`src/rbs_pkg.sv`:
```
// Package with constants, types and register map for the reset and boot sequencer.
package rbs_pkg;
    localparam int ADDR_W = 8;
    localparam logic [7:0] OFF_CTRL = 8'h00;
    localparam logic [7:0] OFF_STATUS = 8'h04;
    localparam logic [7:0] OFF_HOST_CTRL = 8'h08;
    localparam int CTRL_HOST_INT_BIT = 0;
    localparam int CTRL_SDRAM_EN_BIT = 1;
    localparam int HPC_INT_BIT = 1;
    localparam logic [1:0] RESP_OKAY = 2'h0;
    localparam logic [1:0] RESP_DECERR = 2'h3;
    localparam logic [1:0] BOOT_NONE = 2'h0;
    localparam logic [1:0] BOOT_HOST = 2'h1;
    localparam logic [1:0] BOOT_ROM = 2'h2;
    localparam logic [31:0] ROM_BASE = 32'h0000_0000;
    localparam logic [31:0] BOOT_DEST = 32'h0000_0000;
    localparam int ROM_BYTES = 1024;
    localparam int ROM_WORDS = ROM_BYTES / 4;
    localparam logic [8:0] ROM_WORDS_W = 9'h100;
    typedef struct packed {
        logic [31:0] addr;
        logic [31:0] data;
        logic we;
    } rbs_mem_req_t;
endpackage

```
`src/rbs_seq.sv`:
```
// Reset and boot sequencer with ROM copy, host boot stall and emulation select capture.
`timescale 1ns/1ps
module rbs_seq
    import rbs_pkg::*;
(
    input wire logic aclk,
    input wire logic aresetn,
    input wire logic [1:0] boot_sel,
    input wire logic pci_en_strap,
    input wire logic big_endian,
    input wire logic sdram_init_done,
    input wire logic trst_n_pin,
    input wire logic trst_n_driven,
    input wire logic [1:0] emulation_select_pins,
    output logic cpu_stall,
    output logic periph_reset_n,
    output logic [31:0] cpu_start_addr,
    output logic host_via_pci,
    output logic host_via_parallel,
    output logic cpu_int_pending,
    output logic emu_reset_n,
    output logic [1:0] emu_mode,
    output logic rom_rd_req,
    output logic [31:0] rom_rd_addr,
    input wire logic rom_rd_valid,
    input wire logic [7:0] rom_rd_data,
    output rbs_mem_req_t mem_req,
    output logic mem_req_valid,
    input wire logic mem_req_ready,
    input wire logic cpu_int_clear,
    input wire logic [ADDR_W-1:0] s_axi_awaddr,
    input wire logic s_axi_awvalid,
    output logic s_axi_awready,
    input wire logic [31:0] s_axi_wdata,
    input wire logic [3:0] s_axi_wstrb,
    input wire logic s_axi_wvalid,
    output logic s_axi_wready,
    output logic [1:0] s_axi_bresp,
    output logic s_axi_bvalid,
    input wire logic s_axi_bready,
    input wire logic [ADDR_W-1:0] s_axi_araddr,
    input wire logic s_axi_arvalid,
    output logic s_axi_arready,
    output logic [31:0] s_axi_rdata,
    output logic [1:0] s_axi_rresp,
    output logic s_axi_rvalid,
    input wire logic s_axi_rready
);
    typedef enum logic [4:0] {
        ST_RESET = 5'h01,
        ST_HOST = 5'h02,
        ST_ROM = 5'h04,
        ST_SDRAM = 5'h08,
        ST_RUN = 5'h10
    } rbs_state_t;

    rbs_state_t state_reg, state_next;
    logic [1:0] mode_reg;
    logic pci_reg;
    logic host_int_reg;
    logic sdram_en_reg;
    logic int_pend_reg;
    logic [9:0] byte_cnt_reg;
    logic [31:0] pack_reg;
    logic [1:0] lane_reg;
    logic wr_pend_reg;
    logic [8:0] word_cnt_reg;
    logic rd_out_reg;
    logic [1:0] trst_sync_reg;
    logic [3:0] emu_sync_reg;
    logic trst_prev_reg;
    logic [1:0] emu_mode_reg;
    logic aw_held_reg, w_held_reg;
    logic [ADDR_W-1:0] awaddr_reg;
    logic [31:0] wdata_reg;
    logic [3:0] wstrb_reg;
    logic bvalid_reg, rvalid_reg;
    logic [1:0] bresp_reg, rresp_reg;
    logic [31:0] rdata_reg;

    // Test reset is an active-low pin with an internal pulldown when nothing drives it.
    wire trst_pin_level = trst_n_driven & trst_n_pin;
    wire trst_n = trst_sync_reg[1];
    wire trst_rise = trst_n & ~trst_prev_reg;
    wire copy_done = (word_cnt_reg == ROM_WORDS_W) && !wr_pend_reg;
    wire byte_in = rom_rd_valid && rd_out_reg;
    wire wr_go = aw_held_reg && w_held_reg && !bvalid_reg;
    wire wr_ctrl = wr_go && awaddr_reg == OFF_CTRL;
    wire wr_hpc = wr_go && awaddr_reg == OFF_HOST_CTRL;
    wire wr_hit = wr_ctrl || wr_hpc;
    wire host_set = wr_hpc && wstrb_reg[0] && wdata_reg[HPC_INT_BIT];
    wire host_clr = cpu_int_clear;
    // The flow is decoded from the pins in the release cycle, as it is stored.
    wire [1:0] sel_flow = (boot_sel == 2'h3) ? BOOT_NONE : boot_sel;
    wire rd_go = s_axi_arvalid && !rvalid_reg;
    wire [31:0] status_word = {21'h0, emu_mode_reg, pci_reg, mode_reg,
                               cpu_stall, state_reg};
    wire [31:0] hpc_word = {30'h0, host_int_reg, 1'b0};
    wire [31:0] ctrl_word = {30'h0, sdram_en_reg, 1'b0};
    wire rd_hit = (s_axi_araddr == OFF_CTRL) || (s_axi_araddr == OFF_STATUS)
                  || (s_axi_araddr == OFF_HOST_CTRL);
    wire [31:0] rd_word = (s_axi_araddr == OFF_STATUS) ? status_word :
                          (s_axi_araddr == OFF_HOST_CTRL) ? hpc_word :
                          (s_axi_araddr == OFF_CTRL) ? ctrl_word : 32'h0;
    // Image bytes fill lanes in the system byte order.
    wire [4:0] lane_pos = big_endian ? {~lane_reg, 3'h0} : {lane_reg, 3'h0};

    always_comb begin
        state_next = state_reg;
        unique case (state_reg)
            ST_RESET: begin
                if (sel_flow == BOOT_HOST) begin
                    state_next = ST_HOST;
                end else if (sel_flow == BOOT_ROM) begin
                    state_next = ST_ROM;
                end else begin
                    state_next = ST_SDRAM;
                end
            end
            ST_HOST: begin
                if (host_int_reg && mode_reg == BOOT_HOST) begin
                    state_next = ST_RUN;
                end
            end
            ST_ROM: begin
                if (copy_done) begin
                    state_next = ST_RUN;
                end
            end
            ST_SDRAM: begin
                if (sdram_init_done || !sdram_en_reg) begin
                    state_next = ST_RUN;
                end
            end
            ST_RUN: state_next = ST_RUN;
            default: state_next = ST_RESET;
        endcase
    end

    // Whole state is forced to defined values while reset is low.
    always_ff @(posedge aclk) begin
        if (!aresetn) begin
            state_reg <= ST_RESET;
        end else begin
            state_reg <= state_next;
        end
    end

    // The flow and port straps are caught in the first cycle after release.
    always_ff @(posedge aclk) begin
        if (!aresetn) begin
            mode_reg <= BOOT_NONE;
            pci_reg <= 1'b0;
        end else if (state_reg == ST_RESET) begin
            mode_reg <= sel_flow;
            pci_reg <= pci_en_strap;
        end
    end

    // Host interrupt bit: set wins over clear; further sets ignored while set.
    always_ff @(posedge aclk) begin
        if (!aresetn) begin
            host_int_reg <= 1'b0;
            // SDRAM counts as present until software clears the enable bit.
            sdram_en_reg <= 1'b1;
            int_pend_reg <= 1'b0;
        end else begin
            if (host_set) begin
                host_int_reg <= 1'b1;
            end else if (host_clr) begin
                host_int_reg <= 1'b0;
            end
            if (wr_ctrl && wstrb_reg[0]) begin
                sdram_en_reg <= wdata_reg[CTRL_SDRAM_EN_BIT];
            end
            if (host_set && !host_int_reg && !cpu_stall) begin
                int_pend_reg <= 1'b1;
            end else if (host_clr) begin
                int_pend_reg <= 1'b0;
            end
        end
    end

    // ROM copy: one automatic block of bytes packed into words at address 0.
    always_ff @(posedge aclk) begin
        if (!aresetn) begin
            byte_cnt_reg <= 10'h000;
            word_cnt_reg <= 9'h000;
            lane_reg <= 2'h0;
            pack_reg <= 32'h0;
            wr_pend_reg <= 1'b0;
            rd_out_reg <= 1'b0;
        end else begin
            if (state_reg == ST_ROM && !rd_out_reg && !wr_pend_reg
                && word_cnt_reg != ROM_WORDS_W) begin
                rd_out_reg <= 1'b1;
            end else if (byte_in) begin
                rd_out_reg <= 1'b0;
            end
            if (byte_in) begin
                pack_reg[lane_pos +: 8] <= rom_rd_data;
                lane_reg <= lane_reg + 2'h1;
                byte_cnt_reg <= byte_cnt_reg + 10'h001;
                if (lane_reg == 2'h3) begin
                    wr_pend_reg <= 1'b1;
                end
            end else if (wr_pend_reg && mem_req_ready) begin
                wr_pend_reg <= 1'b0;
                word_cnt_reg <= word_cnt_reg + 9'h001;
            end
        end
    end

    // Test reset edge latches the emulation select pins after core release.
    always_ff @(posedge aclk) begin
        if (!aresetn) begin
            trst_sync_reg <= 2'h0;
            emu_sync_reg <= 4'h0;
            trst_prev_reg <= 1'b0;
            emu_mode_reg <= 2'h0;
        end else begin
            trst_sync_reg <= {trst_sync_reg[0], trst_pin_level};
            emu_sync_reg <= {emu_sync_reg[1:0], emulation_select_pins};
            trst_prev_reg <= trst_n;
            if (trst_rise) begin
                emu_mode_reg <= emu_sync_reg[3:2];
            end
        end
    end

    // Register slave; address and data may arrive in either order.
    always_ff @(posedge aclk) begin
        if (!aresetn) begin
            aw_held_reg <= 1'b0;
            w_held_reg <= 1'b0;
            awaddr_reg <= '0;
            wdata_reg <= 32'h0;
            wstrb_reg <= 4'h0;
            bvalid_reg <= 1'b0;
            bresp_reg <= RESP_OKAY;
            rvalid_reg <= 1'b0;
            rresp_reg <= RESP_OKAY;
            rdata_reg <= 32'h0;
        end else begin
            if (s_axi_awvalid && s_axi_awready) begin
                aw_held_reg <= 1'b1;
                awaddr_reg <= s_axi_awaddr;
            end
            if (s_axi_wvalid && s_axi_wready) begin
                w_held_reg <= 1'b1;
                wdata_reg <= s_axi_wdata;
                wstrb_reg <= s_axi_wstrb;
            end
            if (wr_go) begin
                aw_held_reg <= 1'b0;
                w_held_reg <= 1'b0;
                bvalid_reg <= 1'b1;
                bresp_reg <= wr_hit ? RESP_OKAY : RESP_DECERR;
            end else if (s_axi_bready) begin
                bvalid_reg <= 1'b0;
            end
            if (rd_go) begin
                rvalid_reg <= 1'b1;
                rdata_reg <= rd_word;
                rresp_reg <= rd_hit ? RESP_OKAY : RESP_DECERR;
            end else if (s_axi_rready) begin
                rvalid_reg <= 1'b0;
            end
        end
    end

    assign s_axi_awready = !aw_held_reg;
    assign s_axi_wready = !w_held_reg;
    assign s_axi_bvalid = bvalid_reg;
    assign s_axi_bresp = bresp_reg;
    assign s_axi_arready = !rvalid_reg;
    assign s_axi_rvalid = rvalid_reg;
    assign s_axi_rdata = rdata_reg;
    assign s_axi_rresp = rresp_reg;

    assign cpu_stall = state_reg != ST_RUN;
    assign periph_reset_n = state_reg != ST_RESET;
    assign cpu_start_addr = BOOT_DEST;
    assign host_via_pci = (mode_reg == BOOT_HOST) && pci_reg;
    assign host_via_parallel = (mode_reg == BOOT_HOST) && !pci_reg;
    assign cpu_int_pending = int_pend_reg;
    assign emu_reset_n = trst_n;
    assign emu_mode = emu_mode_reg;
    assign rom_rd_req = rd_out_reg;
    assign rom_rd_addr = ROM_BASE + {22'h0, byte_cnt_reg};
    assign mem_req_valid = wr_pend_reg;
    assign mem_req = '{addr: BOOT_DEST + {21'h0, word_cnt_reg, 2'h0}, data: pack_reg, we: 1'b1};

    a_stall_host_int: assert property (@(posedge aclk) disable iff (!aresetn)
        (state_reg == ST_ROM && host_int_reg && !copy_done) |=> cpu_stall)
        else $error("Stall lifted outside host flow.");
    a_host_release: assert property (@(posedge aclk) disable iff (!aresetn)
        (state_reg == ST_HOST && host_int_reg) |=> !cpu_stall)
        else $error("Host bit did not release stall.");
    a_no_pend_stall: assert property (@(posedge aclk) disable iff (!aresetn)
        (host_set && cpu_stall && !int_pend_reg) |=> !int_pend_reg)
        else $error("Interrupt latched during stall.");
    a_rom_stall: assert property (@(posedge aclk) disable iff (!aresetn)
        (state_reg == ST_ROM && !copy_done) |=> cpu_stall)
        else $error("CPU ran before copy done.");
    a_rom_done: assert property (@(posedge aclk) disable iff (!aresetn)
        (state_reg == ST_ROM && copy_done) |=> (!cpu_stall && word_cnt_reg == ROM_WORDS_W))
        else $error("Copy completion did not release stall.");
    a_pack_word: assert property (@(posedge aclk) disable iff (!aresetn)
        (byte_in && lane_reg == 2'h3) |=> mem_req_valid)
        else $error("Packed word not issued.");
    a_mode_hold: assert property (@(posedge aclk) disable iff (!aresetn)
        (state_reg != ST_RESET) |=> $stable(mode_reg))
        else $error("Boot mode changed after release.");
    a_emu_latch: assert property (@(posedge aclk) disable iff (!aresetn)
        trst_rise |=> emu_mode_reg == $past(emu_sync_reg[3:2]))
        else $error("Emulation select not latched.");
    a_sdram_wait: assert property (@(posedge aclk) disable iff (!aresetn)
        (state_reg == ST_SDRAM && sdram_en_reg && !sdram_init_done) |=> cpu_stall)
        else $error("CPU ran before memory init.");
    a_reset_state: assert property (@(posedge aclk)
        !aresetn |=> (state_reg == ST_RESET && !periph_reset_n))
        else $error("Reset state not forced.");

    c_host_boot: cover property (@(posedge aclk) state_reg == ST_HOST ##1 state_reg == ST_RUN);
    c_rom_boot: cover property (@(posedge aclk) state_reg == ST_ROM ##1 state_reg == ST_RUN);
    c_sdram_boot: cover property (@(posedge aclk) state_reg == ST_SDRAM ##1 state_reg == ST_RUN);
    c_emu_latch: cover property (@(posedge aclk) trst_rise);
endmodule // rbs_seq

```
`config.mk`:
```
export PLATFORM = sky130hd
export DESIGN_NAME = rbs_seq
export DESIGN_NICKNAME = d
export VERILOG_FILES = /design/src/rbs_pkg.sv /design/src/rbs_seq.sv
export SDC_FILE = /design/constraint.sdc
export NUM_CORES = 1
export LEC_CHECK = 0
export ABC_AREA = 0
export BUFFER_PORTS_ARGS = -buffer_cell sky130_fd_sc_hd__buf_2
export CORE_ASPECT_RATIO = 2
export CORE_MARGIN = 2
export CORE_UTILIZATION = 24
export DETAILED_ROUTE_END_ITERATION = 8
export GPL_TIMING_DRIVEN = 0
export PLACE_DENSITY = 0.47
export REMOVE_ABC_BUFFERS = 1
export SYNTH_ARGS = -nofsm -noshare
export SYNTH_HDL_FRONTEND = slang
export SYNTH_SLANG_ARGS = --single-unit
export TNS_END_PERCENT = 100
```
`constraint.sdc`:
```
create_clock -name aclk -period 2.7 [get_ports aclk]
set_input_delay 0 -clock aclk [delete_from_list [all_inputs] [get_ports aclk]]
set_output_delay 0 -clock aclk [all_outputs]
set_load 0.005 [all_outputs]
```
==> results_dict.tcl <==
set metrics [dict create \
    status "complete, no violations" \
    p_int_mw 2.35 \
    cap_violations 0 \
    ys_warn_count 0 \
    min_path_type "in2reg" \
    synth-seq-area-share 0.389 \
    netSwitchingFraction 0.267 \
    post-route-drc-count 0 \
    grtUsageTotal 0.111 \
    antenna_found_initial 0 \
    final_max_slew_viol_count 0 \
    worstHoldStart "s_axi_araddr[2]" \
    tns_ns 0 \
    clk_pin_slew_ns 0.07 \
    end_kind "flip-flop" \
    clock_power_share 0.371 \
    num_vias 3957 \
    hold_end "s_axi_rdata[1]" \
    largest_register_ffs 32 \
    cp_data_required_time_ns 3.01 \
    comb_power_share 0.125 \
    synth_edf_count 0 \
    synthToLayoutAreaGrowth_pct 19.4 \
    clock_sinks 102 \
    post-route-period-util 0.731 \
    cts_resized 0 \
    rsz0062_at_grt "no" \
    r2r_end "s_axi_rresp[0]" \
    cts_buffers 9 \
    synth-seq-cells 102 \
    grt_pass1_wl_um 19100 \
    syn_avg_cell_area_um2 9.15 \
    fill_cells 2349 \
    drt-pass1-iter-count 4 \
    worstSetupStartpoint "s_axi_rvalid" \
    ant_nets 0 \
    dp_slack_ns 0.905 \
    grt_pass1_vias 3602 \
    powerDensity_nw_per_um2 512 \
    clockRootBuffer "clkbuf_16" \
    hpwl_um 9390 \
    peakVddDrop_uv 235 \
    die_y_um 213 \
    wl_um 12700 \
    die_w_um 109 \
    max-clock-path-buffers 2 \
    fin_cells 989 \
    startpoint_type "flip-flop" \
    finish.utilization 0.292 \
    place_inst 947 \
    worst_pin_slew_ns 0.944 \
    syn_inst 574 \
    synth_ff_type "dfxtp_1" \
    initial_core_util 0.244 \
    power.leakage_nw 2.71 \
    critPathArrivalTime_ns 2.28 \
    via_per_inst 4.00 \
    power_switching_uw 858 \
    io_pins 259 \
    max_freq_mhz 507 \
    r2r_start "s_axi_rvalid" \
    design_power_total_mw 3.21 \
    final_layout_size_suffix_gt1_frac 0.201 \
    hold_depth 4 \
    diodes 0 \
    syn_area_um2 5250 \
    cts_tree "built" \
    p_seq_frac 0.504 \
    critical_path_class "reg2reg" \
    drt-initial-drc-count 74 \
    portBuffers 125 \
    grt_start_max_net_pins 102 \
    post_drt_wl_per_cell_um 12.8 \
    setup_viol 0 \
    post-route-min-period_ns 1.97 \
    ys_types 45 \
    clkLatencyLatePin_ns 0.36 \
    cp_max_fo 13 \
    overflow 0 \
    worstRegToRegCells 4 \
    nNetsFinal 799 \
    finalClockSkew_ns 0.00816 \
    setup_slack_ns 0.726 \
    synthArstFlopShare 0 \
    rrSetupSlack_ns 0.73 \
    rows 76 \
    htreeDepth 3 \
    coreArea_um2 21500 \
    hold_viol 0 \
    gp_congestion 0.745 \
    slew_headroom 0.370 \
    dieArea_um2 23100 \
]
-- area by class of cell --
| type | instances | area, µm² | share of cell area |
|---|---|---|---|
| well taps | 273 | 342 | 0.0545 |
| inverters | 15 | 56.3 | 0.00898 |
| clock buffers | 13 | 240 | 0.0383 |
| clock inverters | 2 | 10.0 | 0.00160 |
| multi-input cells | 431 | 2660 | 0.423 |
| flip-flops and latches | 102 | 2040 | 0.326 |
| repair buffers | 153 | 926 | 0.148 |
-- kinds of logic after synthesis --
family	synth area share
xor+xnor	0.0234
compound gates	0.0767
flops	0.389
other cells	0.00143
buf+inv	0.175
fa+ha+maj	0.0191
mux	0.0858
simple gates	0.230
-- worst max-delay path, cell delays in order, from the launching register on --
cell	delay [ns]
dfxtp_1	0.35
nor2b_1	0.68
o21ai_0	0.20
a21oi_1	0.14
dlygate4sd3_1	0.55
-- placed cells by master, fill, tap and decap left out, drive strengths merged, types with 2 or more instances in the layout --
cell / instances
clkinv: 2
dfxtp: 102
a21oi: 12
conb: 99
inv: 15
nand3: 21
nor4b: 2
a21boi: 23
nand2b: 3
nor4: 3
or3b: 3
a22oi: 2
o21ai: 12
or3: 6
and2: 31
and3b: 2
nor2b: 60
ha: 8
nor3: 6
mux2i: 45
clkbuf: 13
xor2: 5
or4: 2
buf: 126
nand4: 8
and3: 3
nor2: 13
dlygate4sd3: 27
nand3b: 7
nand2: 38
xnor2: 9
-- per-stage QoR --
step | hold slack, ns | area, µm²
after floorplan | 0.0619 | 4750
after global placement | 0.209 | 5720
after detailed placement | 0.211 | 5750
after CTS | 0.0418 | 6270
after global routing | 0.0678 | 6270
final | 0.0542 | 6270
-- how the worst max path moves through the flow --
stage                           end  slack, ns  cells past startpoint
floorplan              pack_reg[10]       1.17                      4
global placement    cpu_int_pending       0.80                      4
detailed placement     pack_reg[10]       0.90                      4
CTS                  s_axi_rresp[0]       0.71                      4
global route         s_axi_rresp[0]       0.56                      4
finish               s_axi_rresp[0]       0.73                      4
-- power groups by stage --
stage / registers [mW] / clock network (mW) / logic (mW)
after floorplan: 1.63 / 0 / 0.234
after global placement: 1.65 / 0 / 0.370
after detailed placement: 1.66 / 0 / 0.376
after CTS: 1.62 / 1.25 / 0.408
after global routing: 1.63 / 1.29 / 0.464
final: 1.62 / 1.19 / 0.400
-- what timing repair did --
| item | in CTS | in global routing |
|---|---|---|
| endpoints found under the hold margin | 24 | 0 |
| setup buffers | 0 | 0 |
| hold buffers | 27 | 0 |
-- synthesized netlist by cell type (all sizes together) (8+ instances only) --
cell / instances / area (µm²)
a21boi: 23 / 173
inv: 15 / 56.3
o21ai: 12 / 60.1
ha: 8 / 100
nand3: 21 / 105
buf: 107 / 800
a21oi: 12 / 105
clkbuf: 16 / 61.3
nor2b: 60 / 375
xnor2: 9 / 78.8
nor2: 13 / 48.8
nand2: 38 / 145
nand4: 8 / 50.1
dfxtp: 102 / 2040
and2: 31 / 194
mux2i: 45 / 450
-- layer usage --
metal,vias to the layer above,part of all wire,GRT usage
met5,-,0,0
met4,0,0.031,0.0615
met3,18,0.048,0.0247
met2,138,0.57,0.210
met1,1820,0.36,0.109
li1,1981,-,-
Power figures use the tool's default switching activity.
